===== src/rtl/bxc_pkg.sv =====
// Package: constants and types for the transceiver and pin control registers
package bxc_pkg;

  // ==========================================================
  // Frame layout
  // ==========================================================
  localparam int unsigned FRAME_BITS = 16;       // Bits in one write frame
  localparam logic [4:0]  FRAME_CNT_FULL = 5'h10; // Bit count of a whole frame
  localparam logic [1:0]  OP_WRITE = 2'h1;       // Top two bits of a write frame

  // ==========================================================
  // Register addresses (5-bit field of the first byte)
  // ==========================================================
  localparam logic [4:0] ADDR_XCVR_CTRL = 5'h10; // bus_transceiver_control
  localparam logic [4:0] ADDR_PIN_CFG   = 5'h11; // general_pin_config

  // ==========================================================
  // Reset values
  // ==========================================================
  localparam logic [7:0] XCVR_CTRL_RST = 8'h80;  // Sleep with wake-up armed
  localparam logic [7:0] PIN_CFG_RST   = 8'h00;  // All pins off

  // ==========================================================
  // Transceiver control field positions
  // ==========================================================
  localparam int unsigned MODE_HI   = 7;         // Mode field top bit
  localparam int unsigned MODE_LO   = 6;         // Mode field low bit
  localparam int unsigned SLEW_HI   = 5;         // Slew field top bit
  localparam int unsigned SLEW_LO   = 4;         // Slew field low bit
  localparam int unsigned WAKE_SEL  = 3;         // Single or triple pulse
  localparam int unsigned FAIL_SEL  = 0;         // Early fault report

  // ==========================================================
  // Event counts
  // ==========================================================
  localparam logic [2:0] WAKE_PULSES_MULTI  = 3'h3; // Pulses for wake-up
  localparam logic [2:0] WAKE_PULSES_SINGLE = 3'h1; // Short wake-up
  localparam logic [2:0] FAIL_ID_PULSES     = 3'h5; // Pulses to identify fault

  // ==========================================================
  // Types
  // ==========================================================
  // Transceiver modes
  typedef enum logic [1:0] {
    XM_SLEEP   = 2'h0,
    XM_LISTEN  = 2'h1,
    XM_SLEEP_W = 2'h2,
    XM_ACTIVE  = 2'h3
  } bxc_xmode_t;

  // Driver edge speed as driven out
  typedef enum logic [1:0] {
    SL_FAST   = 2'h0,
    SL_MEDIUM = 2'h1,
    SL_SLOW   = 2'h2
  } bxc_slew_t;

  // Received frame
  typedef struct packed {
    logic [1:0] op;
    logic [4:0] addr;
    logic       par;
    logic [7:0] data;
  } bxc_frame_t;

  // Per-pin drive controls
  typedef struct packed {
    logic [3:0] hs_en;
    logic [3:0] ls_en;
    logic [3:0] wake_en;
  } bxc_pins_t;

  // Frame receiver states, Gray coded along the path
  typedef enum logic [1:0] {
    FS_IDLE  = 2'b00,
    FS_SHIFT = 2'b01,
    FS_END   = 2'b11
  } bxc_fstate_t;

endpackage


===== src/rtl/bxc_sync.sv =====
// Three-stage synchroniser that accepts a change once stages two and three agree
`timescale 1ns/100ps
module bxc_sync #(
  parameter int unsigned WIDTH = 1,
  parameter logic        INIT  = 1'b0
) (
  input  wire logic             clk_i,
  input  wire logic             sys_rst_i,
  input  wire logic             ce_i,
  input  wire logic [WIDTH-1:0] async_i,
  output logic      [WIDTH-1:0] sync_o
);

  // ==========================================================
  // Stages
  // ==========================================================
  logic [WIDTH-1:0] st1; // Metastable catch, read only by st2
  logic [WIDTH-1:0] st2; // Second stage
  logic [WIDTH-1:0] st3; // Third stage

  // Shift chain
  always_ff @(posedge clk_i or posedge sys_rst_i) begin
    if (sys_rst_i) begin
      st1 <= {WIDTH{INIT}};
      st2 <= {WIDTH{INIT}};
      st3 <= {WIDTH{INIT}};
    end else if (ce_i) begin
      st1 <= async_i;
      st2 <= st1;
      st3 <= st2;
    end
  end

  // Accept a bit only when the two later stages agree
  generate
    for (genvar i = 0; i < WIDTH; i++) begin : g_acc
      always_ff @(posedge clk_i or posedge sys_rst_i) begin
        if (sys_rst_i) begin
          sync_o[i] <= INIT;
        end else if (ce_i && (st2[i] == st3[i])) begin
          sync_o[i] <= st3[i];
        end
      end
    end
  endgenerate

endmodule


===== src/rtl/bxc_ctrl.sv =====
// Transceiver and general pin control registers written over the serial port
`timescale 1ns/100ps

// Notes on behaviour
// RULE1: Address 10000 or 10001, second byte is data
// RULE2: Mode 00: sleep, bus wake-up ignored
// RULE3: Mode 01: receiver on, driver off
// RULE4: Mode 10: sleep, wake-up reported per device mode
// RULE5: Mode 11: transmit and receive enabled
// RULE6: Slew 00/11 fast, 01 medium, 10 slow
// RULE7: Bit 3: three pulses or one pulse
// RULE8: Bit 0 clear: report after five pulses
// RULE9: Bit 0 set: report on detection
// RULE10: First normal entry forces mode 10
// RULE11: Two bits per pin, pin 3 highest
// RULE12: Pin 3: off, wake, high side
// RULE13: Pin 2: off, wake, high side
// RULE14: Pin 1: off, wake, low, high side
// RULE15: Pin 0: off, wake, low, high side
// RULE16: Fault interrupt needs enable bit set
// RULE17: Update only after complete 16-bit frame
module bxc_ctrl
  import bxc_pkg::*;
(
  input  wire logic       clk_i,
  input  wire logic       sys_rst_i,
  input  wire logic       ce_i,
  // Serial port pins
  input  wire logic       spi_sclk_i,
  input  wire logic       spi_cs_n_i,
  input  wire logic       spi_mosi_i,
  // Bus side pins
  input  wire logic       transmit_data_input_i,
  input  wire logic       bus_dominant_i,
  // Device state from on-chip logic
  input  wire logic       normal_mode_i,
  input  wire logic       low_power_i,
  input  wire logic       fail_detect_i,
  input  wire logic       fail_int_en_i,
  // Register contents
  output logic [7:0]      xcvr_ctrl_o,
  output logic [7:0]      pin_cfg_o,
  // Transceiver controls
  output logic            xcvr_rx_en_o,
  output logic            xcvr_tx_en_o,
  output logic            xcvr_sleep_o,
  output bxc_slew_t       xcvr_slew_o,
  // Events
  output logic            wake_o,
  output logic            int_o,
  // Pin controls
  output bxc_pins_t       pins_o
);

  // ==========================================================
  // Functions
  // ==========================================================
  // Decode one pin field; low side exists only on pins 0 and 1
  function automatic logic [2:0] pin_dec(input logic [1:0] f,
                                         input logic       has_ls);
    logic [2:0] r; // {hs, ls, wake}
    r = 3'h0;
    case (f)
      2'h1:    r = 3'h1;
      2'h2:    r = has_ls ? 3'h2 : 3'h4;
      2'h3:    r = 3'h4;
      default: r = 3'h0;
    endcase
    return r;
  endfunction

  // Decode the slew field
  function automatic bxc_slew_t slew_dec(input logic [1:0] f);
    bxc_slew_t s;
    s = SL_FAST;
    case (f)
      2'h1:    s = SL_MEDIUM;
      2'h2:    s = SL_SLOW;
      default: s = SL_FAST;
    endcase
    return s;
  endfunction

  // ==========================================================
  // Pin synchronisers
  // ==========================================================
  logic [4:0] pins_s;   // Synchronised pin levels
  logic       sclk_s;   // Serial clock
  logic       cs_n_s;   // Chip select, active low
  logic       mosi_s;   // Serial data in
  logic       txd_s;    // Transmit data input, low is dominant
  logic       dom_s;    // Bus dominant indication

  bxc_sync #(
    .WIDTH (5),
    .INIT  (1'b1)
  ) u_sync (
    .clk_i     (clk_i),
    .sys_rst_i (sys_rst_i),
    .ce_i      (ce_i),
    .async_i   ({spi_sclk_i, spi_cs_n_i, spi_mosi_i,
                 transmit_data_input_i, ~bus_dominant_i}),
    .sync_o    (pins_s)
  );

  assign sclk_s = pins_s[4];
  assign cs_n_s = pins_s[3];
  assign mosi_s = pins_s[2];
  assign txd_s  = pins_s[1];
  assign dom_s  = ~pins_s[0];

  // ==========================================================
  // Edge detection
  // ==========================================================
  logic sclk_d;  // Last serial clock
  logic cs_n_d;  // Last chip select
  logic txd_d;   // Last transmit data
  logic dom_d;   // Last bus dominant
  logic norm_d;  // Last normal mode level

  // Delayed copies for edge finding
  always_ff @(posedge clk_i or posedge sys_rst_i) begin
    if (sys_rst_i) begin
      sclk_d <= 1'b1;
      cs_n_d <= 1'b1;
      txd_d  <= 1'b1;
      dom_d  <= 1'b0;
      norm_d <= 1'b0;
    end else if (ce_i) begin
      sclk_d <= sclk_s;
      cs_n_d <= cs_n_s;
      txd_d  <= txd_s;
      dom_d  <= dom_s;
      norm_d <= normal_mode_i;
    end
  end

  logic sclk_rise;  // Sample point of serial data
  logic cs_fall;    // Frame start
  logic cs_rise;    // Frame end
  logic txd_pulse;  // Start of a dominant pulse on transmit data
  logic dom_pulse;  // Start of a dominant pulse on the bus
  logic norm_rise;  // Entry into normal mode

  assign sclk_rise = sclk_s & ~sclk_d;
  assign cs_fall   = ~cs_n_s & cs_n_d;
  assign cs_rise   = cs_n_s & ~cs_n_d;
  assign txd_pulse = ~txd_s & txd_d;
  assign dom_pulse = dom_s & ~dom_d;
  assign norm_rise = normal_mode_i & ~norm_d;

  // ==========================================================
  // Frame receiver
  // ==========================================================
  bxc_fstate_t fstate;     // Receiver state
  logic [15:0] shreg;      // Shifted frame bits, first bit ends on top
  logic [4:0]  bit_cnt;    // Bits taken in this frame
  bxc_frame_t  frame;      // Frame view of the shifter
  logic        frame_ok;   // Whole frame with write code

  assign frame = bxc_frame_t'(shreg);
  assign frame_ok = (bit_cnt == FRAME_CNT_FULL) && (frame.op == OP_WRITE);

  // State sequence of one frame
  always_ff @(posedge clk_i or posedge sys_rst_i) begin
    if (sys_rst_i) begin
      fstate <= FS_IDLE;
    end else if (ce_i) begin
      case (fstate)
        FS_IDLE:  fstate <= cs_fall ? FS_SHIFT : FS_IDLE; // Start on select going low
        FS_SHIFT: fstate <= cs_rise ? FS_END : FS_SHIFT;  // Select released ends the frame
        FS_END:   fstate <= FS_IDLE;                      // One cycle to commit
        default:  fstate <= FS_IDLE;                      // Unused code recovers
      endcase
    end
  end

  // Shift data on serial clock rising edges
  always_ff @(posedge clk_i or posedge sys_rst_i) begin
    if (sys_rst_i) begin
      shreg   <= 16'h0000;
      bit_cnt <= 5'h00;
    end else if (ce_i) begin
      if (cs_fall) begin
        bit_cnt <= 5'h00;
      end else if (fstate == FS_SHIFT && sclk_rise && !cs_n_s) begin
        shreg <= {shreg[14:0], mosi_s};
        // Saturate one past a whole frame so long frames fail
        if (bit_cnt <= FRAME_CNT_FULL) begin
          bit_cnt <= bit_cnt + 5'h01;
        end
      end
    end
  end

  logic wr_xcvr; // Commit to transceiver control
  logic wr_pin;  // Commit to pin control

  // Commit only at frame end with exactly sixteen bits [RULE17]
  assign wr_xcvr = (fstate == FS_END) && frame_ok
                   && (frame.addr == ADDR_XCVR_CTRL); // [RULE1]
  assign wr_pin  = (fstate == FS_END) && frame_ok
                   && (frame.addr == ADDR_PIN_CFG);   // [RULE1]

  // ==========================================================
  // Registers
  // ==========================================================
  logic first_norm_done; // Normal mode entered at least once

  // Transceiver control, data from second byte
  always_ff @(posedge clk_i or posedge sys_rst_i) begin
    if (sys_rst_i) begin
      xcvr_ctrl_o <= XCVR_CTRL_RST;
    end else if (ce_i) begin
      if (norm_rise && !first_norm_done) begin
        // Force sleep with wake-up on first normal entry [RULE10]
        xcvr_ctrl_o[MODE_HI:MODE_LO] <= XM_SLEEP_W;
      end else if (wr_xcvr) begin
        xcvr_ctrl_o <= frame.data; // [RULE1] [RULE17]
      end
    end
  end

  // Remember the first normal entry
  always_ff @(posedge clk_i or posedge sys_rst_i) begin
    if (sys_rst_i) begin
      first_norm_done <= 1'b0;
    end else if (ce_i && norm_rise) begin
      first_norm_done <= 1'b1; // [RULE10]
    end
  end

  // Pin configuration
  always_ff @(posedge clk_i or posedge sys_rst_i) begin
    if (sys_rst_i) begin
      pin_cfg_o <= PIN_CFG_RST;
    end else if (ce_i && wr_pin) begin
      pin_cfg_o <= frame.data; // [RULE1] [RULE17]
    end
  end

  // ==========================================================
  // Transceiver state
  // ==========================================================
  bxc_xmode_t xmode; // Current mode field
  assign xmode = bxc_xmode_t'(xcvr_ctrl_o[MODE_HI:MODE_LO]);

  // Receiver, driver and sleep controls from the mode
  always_ff @(posedge clk_i or posedge sys_rst_i) begin
    if (sys_rst_i) begin
      {xcvr_rx_en_o, xcvr_tx_en_o, xcvr_sleep_o} <= 3'h1;
      xcvr_slew_o  <= SL_FAST;
    end else if (ce_i) begin
      // {receive, transmit, sleep} per mode
      case (xmode)
        XM_LISTEN: {xcvr_rx_en_o, xcvr_tx_en_o, xcvr_sleep_o} <= 3'h4; // Listen only [RULE3]
        XM_ACTIVE: {xcvr_rx_en_o, xcvr_tx_en_o, xcvr_sleep_o} <= 3'h6; // Full operation [RULE5]
        default:   {xcvr_rx_en_o, xcvr_tx_en_o, xcvr_sleep_o} <= 3'h1; // Both sleep codes [RULE2] [RULE4]
      endcase
      xcvr_slew_o <= slew_dec(xcvr_ctrl_o[SLEW_HI:SLEW_LO]); // [RULE6]
    end
  end

  // ==========================================================
  // Bus wake-up
  // ==========================================================
  logic [2:0] wake_cnt;  // Dominant pulses seen while armed
  logic [2:0] wake_need; // Pulses that make a wake-up
  logic       wake_hit;  // Wake-up recognised this cycle

  assign wake_need = xcvr_ctrl_o[WAKE_SEL] ? WAKE_PULSES_SINGLE
                                           : WAKE_PULSES_MULTI; // [RULE7]
  assign wake_hit  = (xmode == XM_SLEEP_W) && dom_pulse
                     && (wake_cnt + 3'h1 >= wake_need);

  // Count pulses only when armed; mode 00 never counts [RULE2] [RULE4]
  always_ff @(posedge clk_i or posedge sys_rst_i) begin
    if (sys_rst_i) begin
      wake_cnt <= 3'h0;
    end else if (ce_i) begin
      if (xmode != XM_SLEEP_W || wake_hit) begin
        wake_cnt <= 3'h0;
      end else if (dom_pulse) begin
        wake_cnt <= wake_cnt + 3'h1; // [RULE7]
      end
    end
  end

  // Wake-up to device in low power, one-cycle pulse [RULE4]
  always_ff @(posedge clk_i or posedge sys_rst_i) begin
    if (sys_rst_i) begin
      wake_o <= 1'b0;
    end else if (ce_i) begin
      wake_o <= wake_hit && low_power_i;
    end
  end

  // ==========================================================
  // Bus failure reporting
  // ==========================================================
  logic [2:0] fail_cnt;  // Dominant transmit pulses during a failure
  logic       fail_seen; // Failure already reported
  logic       fail_rep;  // Report this cycle

  // Early report on detection, else after identification
  always_comb begin
    fail_rep = 1'b0;
    if (fail_detect_i && !fail_seen) begin
      if (xcvr_ctrl_o[FAIL_SEL]) begin
        fail_rep = 1'b1; // [RULE9]
      end else if (txd_pulse && (fail_cnt + 3'h1 >= FAIL_ID_PULSES)) begin
        fail_rep = 1'b1; // [RULE8]
      end
    end
  end

  // Track identification pulses; clear once the failure goes away
  always_ff @(posedge clk_i or posedge sys_rst_i) begin
    if (sys_rst_i) begin
      fail_cnt  <= 3'h0;
      fail_seen <= 1'b0;
    end else if (ce_i) begin
      if (!fail_detect_i) begin
        fail_cnt  <= 3'h0;
        fail_seen <= 1'b0;
      end else begin
        if (fail_rep) begin
          fail_seen <= 1'b1;
        end
        if (txd_pulse && fail_cnt < FAIL_ID_PULSES) begin
          fail_cnt <= fail_cnt + 3'h1; // [RULE8]
        end
      end
    end
  end

  // Interrupt pulse: wake-up in normal mode, or enabled bus failure
  always_ff @(posedge clk_i or posedge sys_rst_i) begin
    if (sys_rst_i) begin
      int_o <= 1'b0;
    end else if (ce_i) begin
      int_o <= (wake_hit && normal_mode_i && !low_power_i) // [RULE4]
               || (fail_rep && fail_int_en_i);             // [RULE16]
    end
  end

  // ==========================================================
  // General pins
  // ==========================================================
  generate
    for (genvar p = 0; p < 4; p++) begin : g_pin
      logic [2:0] dec; // {hs, ls, wake} of this pin
      // Pins 0 and 1 have a low side, 2 and 3 only high [RULE12] [RULE13] [RULE14] [RULE15]
      assign dec = pin_dec(pin_cfg_o[2*p+1 -: 2], (p < 2) ? 1'b1 : 1'b0); // [RULE11]

      // Registered pin controls
      always_ff @(posedge clk_i or posedge sys_rst_i) begin
        if (sys_rst_i) begin
          {pins_o.hs_en[p], pins_o.ls_en[p], pins_o.wake_en[p]} <= 3'h0;
        end else if (ce_i) begin
          {pins_o.hs_en[p], pins_o.ls_en[p], pins_o.wake_en[p]} <= dec;
        end
      end
    end
  endgenerate

endmodule


===== config.mk =====
export PLATFORM = sky130hd
export DESIGN_NAME = bxc_ctrl
export DESIGN_NICKNAME = d
export VERILOG_FILES = /design/src/rtl/bxc_pkg.sv /design/src/rtl/bxc_sync.sv /design/src/rtl/bxc_ctrl.sv
export SDC_FILE = /design/constraint.sdc
export NUM_CORES = 1
export LEC_CHECK = 0
export ABC_AREA = 1
export BUFFER_PORTS_ARGS = -buffer_cell sky130_fd_sc_hd__buf_2
export CORE_MARGIN = 8
export CORE_UTILIZATION = 45
export DETAILED_ROUTE_END_ITERATION = 8
export PLACE_DENSITY = 0.67
export SYNTH_ARGS = -nofsm -noshare
export SYNTH_HDL_FRONTEND = slang
export SYNTH_SLANG_ARGS = --single-unit

===== constraint.sdc =====
create_clock -name clk_i -period 3.1 [get_ports clk_i]
set_clock_uncertainty 0.05 [all_clocks]
set_input_delay 0.155 -clock clk_i [delete_from_list [all_inputs] [get_ports clk_i]]
set_output_delay 0.155 -clock clk_i [all_outputs]
set_load 0.05 [all_outputs]

==> results.yml <==
outcome:
  outcome: "finished clean"
critical_path:
  timing.critical_path.to_type: "flop"
  worstPathArrival_ns: 1.91
  reg2reg_slack_ns: 1.35
  critical_path_peak_fanout: 29
  cp_cell_sequence: "nand4_1 > inv_2 > nand2_1 > nor2_1 > a21oi_1"
  critical_path_start: "u_sync.sync_o[4]"
  r2r.worst_path.cells: 5
  worst-setup-path-type: "flop to flop"
  critPathRequiredTime_ns: 3.26
  reg2reg_from: "u_sync.sync_o[4]"
  worst_path_dominant_cell_family: "simple AND/OR/NAND/NOR gates"
  critPathSlowestCell: "dfstp_2"
  worstPathBufferInverterCount: 1
  cp_num_cells: 5
  rr_endpoint: "frame[9]"
  crit_start_category: "flop"
  cp-endpoint: "frame[9]"
  critical-path-max-stage-delay_ns: 0.56
route:
  drt_wl_total_um: 8080
  detail_route.vias_per_cell: 4.90
  drc: 0
  route.antenna.remaining_nets: 0
  routed-via-count: 2948
  firstDrtPassIters: 4
  detail_route.wl_per_cell_um: 13.4
  drc_marker_count_from_the_first_detailed_route_iteration: 126
synth:
  ys_dominant_reg_cell: "dfrtp_1"
  synth_compound_gate_area_share_pct: 10.1
  yosys_register_bits: 89
  synth_top_family_by_area: "simple AND/OR/NAND/NOR gates"
  synth.mux.area_fraction_pct: 0
  share_of_synthesized_cell_area_in_and_or_nand_and_nor_gates_pct: 22.9
  number_of_cells_produced_by_synthesis: 441
  synth.cell_area_um2: 3960
  ys_seq_area_share_pct: 57.1
  post_synth_xor_area_fraction_pct: 0.664
  netlist-cell-type-count: 33
  post_synth_fa_ha_maj_area_fraction_pct: 1.90
  yosys_warnings: 0
  synth-edff-count: 0
  async_flop_share_pct: 100
  syn_avg_cell_area_um2: 8.97
placed_design:
  portBuffers: 44
  dp_worst_setup_slack_ns: 1.29
  dpl.hpwl_um: 5710
  final_gp_congestion: 0.750
grt:
  grt_pass1_wl_um: 13700
  grt_pass1_vias: 2928
  grt_remaining_overflow: 0
  grt_start_max_net_pins: 54
  antenna_found_initial: 0
  grt_util_all_layers_pct: 14.3
floorplan:
  floorplan.initialDensity_pct: 45.8
  floorplan.die_area_um2: 12000
  vertical_extent_of_the_die_um: 110
  rows: 34
  num_io_pins: 47
  die_w_um: 110
  placeableCoreArea_um2: 8640
cts:
  tritoncts_num_sinks: 89
  cts_made_buffers: 9
  cts_tree: "done"
  max-clock-path-buffers: 2
  clkTransAtPathRegs_ns: 0.09
  clkLatencyLatePin_ns: 0.35
  clock_tree.root_cell: "clkbuf_8"
  cts_resized: 0
  ctsHtreeMaxLevel: 3
timing:
  maxSlewHeadroom_pct: 39.5
  setup_ws_ns: 1.35
  setup_viol: 0
  rsz0062_at_grt: "no"
  final-max-slew-violation-count: 0
  worstMarginPinSlew_ns: 0.907
  clock_period_minus_worst_slack_ns: 1.75
  layout_worst_path_cycle_share_pct: 56.5
  max_freq_ghz: 0.571
  timing_hold_violations_final: 0
  final.setup.tns_ns: 0
pwr:
  power_density_over_the_cells_nw_per_um2: 603
  maximum_vdd_ir_drop_v: 0.000298
  power.static_leakage_nw: 2.27
  design_power_total_mw: 2.72
layout:
  nets_final: 507
  fillerInstances: 779
  postLayoutCoreUtil_pct: 52.2
  synthToLayoutAreaGrowth_pct: 14.0
  antenna_cells: 0
  final_layout_size_suffix_gt1_share_pct: 23.1
worst_hold_path:
  holdCritPathClass: "input pin to flop"
job:
  cap_viol_max_count: 0
[state kept, by name, indices dropped and copies added, names as in the netlist, 8 cells and up]
signal       cells
frame           16
pin_cfg_o        8
pins_o          10
xcvr_ctrl_o      8
[where the power goes]
part | internal (mW) | switching [mW] | total (mW)
combinational | 0.150 | 0.306 | 0.456
clock | 0.405 | 0.426 | 0.831
sequential | 1.32 | 0.107 | 1.43
total | 1.88 | 0.839 | 2.72
[worst min-delay path: stages]
cell,delay [ns]
buf_2,0.13
nand3_1,0.08
nand2_1,0.05
[layout by cell type, fill, tap and decap left out, types with 2 or more instances in the layout]
master         synthesis  final
nand2_1              138    138
inv_1                 42     41
clkbuf_8               0     10
dfrtp_1               64     64
xnor2_1                2      2
buf_2                  3     44
nor2_1                32     32
ha_1                   6      6
dlygate4sd3_1          0      7
inv_2                  3      3
inv_6                  0      3
nand3_1               30     30
nor2_4                 2      2
o21ai_2               15     15
nand4_1                4      4
nand3b_1               3      3
nor2_2                 2      2
conb_1                 1      2
dfstp_2               25     25
nand2_2                2      2
a21oi_1                5      5
o21ai_0               36     36
a22o_1                 2      2
[cell usage after synthesis (2+ instances only)]
master,n,area (um^2)
nand2_1,138,518
inv_1,42,158
xnor2_1,2,17.5
ha_1,6,75.1
a21oi_1,5,25.0
nand2_2,2,12.5
buf_2,3,15.0
a22o_1,2,17.5
nor2_4,2,22.5
nand4_1,4,25.0
dfrtp_1,64,1600
nand3b_1,3,22.5
inv_2,3,11.3
o21ai_0,36,180
clkbuf_1,6,22.5
buf_4,3,22.5
o21ai_2,15,131
nor2_1,32,120
nand3_1,30,150
nor2_2,2,12.5
buf_6,5,56.3
dfstp_2,25,657
[logic make-up (layout without fill, tap and decap cells)]
group,count (synthesis),count (layout)
and+or+nand+nor,216,216
DFF,89,89
adders and majority gates,6,6
AOI/OAI and AO/OA,64,64
buffers and inverters,62,114
other,1,2
xor gates and xnor gates,3,3
[routing by layer]
layer	vias to the layer above	track usage (%)	share of wire, %
met2	52	22.6	47
met4	0	6.36	1.4
met3	8	3.05	4.4
met5	-	0	0
li1	1489	-	-
met1	1399	18.6	48
[area by class of cell]
type	instances	area (um^2)	share of cell area (%)
flip-flops and latches	89	2260	50.1
clock inverters	6	72.6	1.61
clock buffers	10	138	3.05
well taps	108	135	3.00
inverters	45	170	3.78
multi-input cells	291	1420	31.4
repair buffers	53	318	7.05
[timing repair]
| action | CTS | global route |
|---|---|---|
| hold endpoints to repair | 41 | 0 |
| setup endpoints to repair | 0 | 0 |
| setup buffers | 0 | 0 |
| hold buffers | 7 | 0 |
[through the flow]
step | instances | instance area, um^2 | hold slack [ns]
floorplan | 442 | 3960 | 0.183
global placement | 579 | 4230 | 0.266
detailed placement | 579 | 4230 | 0.273
CTS | 602 | 4510 | 0.0319
global route | 602 | 4510 | 0.0512
finish | 602 | 4510 | 0.0497
[how the worst min path moves through the flow]
stage | cells after the start | end | from | slack, ns
floorplan | 1 | u_sync.st1[0] | bus_dominant_i | 0.18
global placement | 2 | u_sync.st1[0] | bus_dominant_i | 0.27
detailed placement | 2 | u_sync.st1[0] | bus_dominant_i | 0.27
CTS | 3 | first_norm_done | normal_mode_i | 0.03
global route | 3 | first_norm_done | normal_mode_i | 0.05
finish | 3 | first_norm_done | normal_mode_i | 0.05
Power figures use the tool's default switching activity.
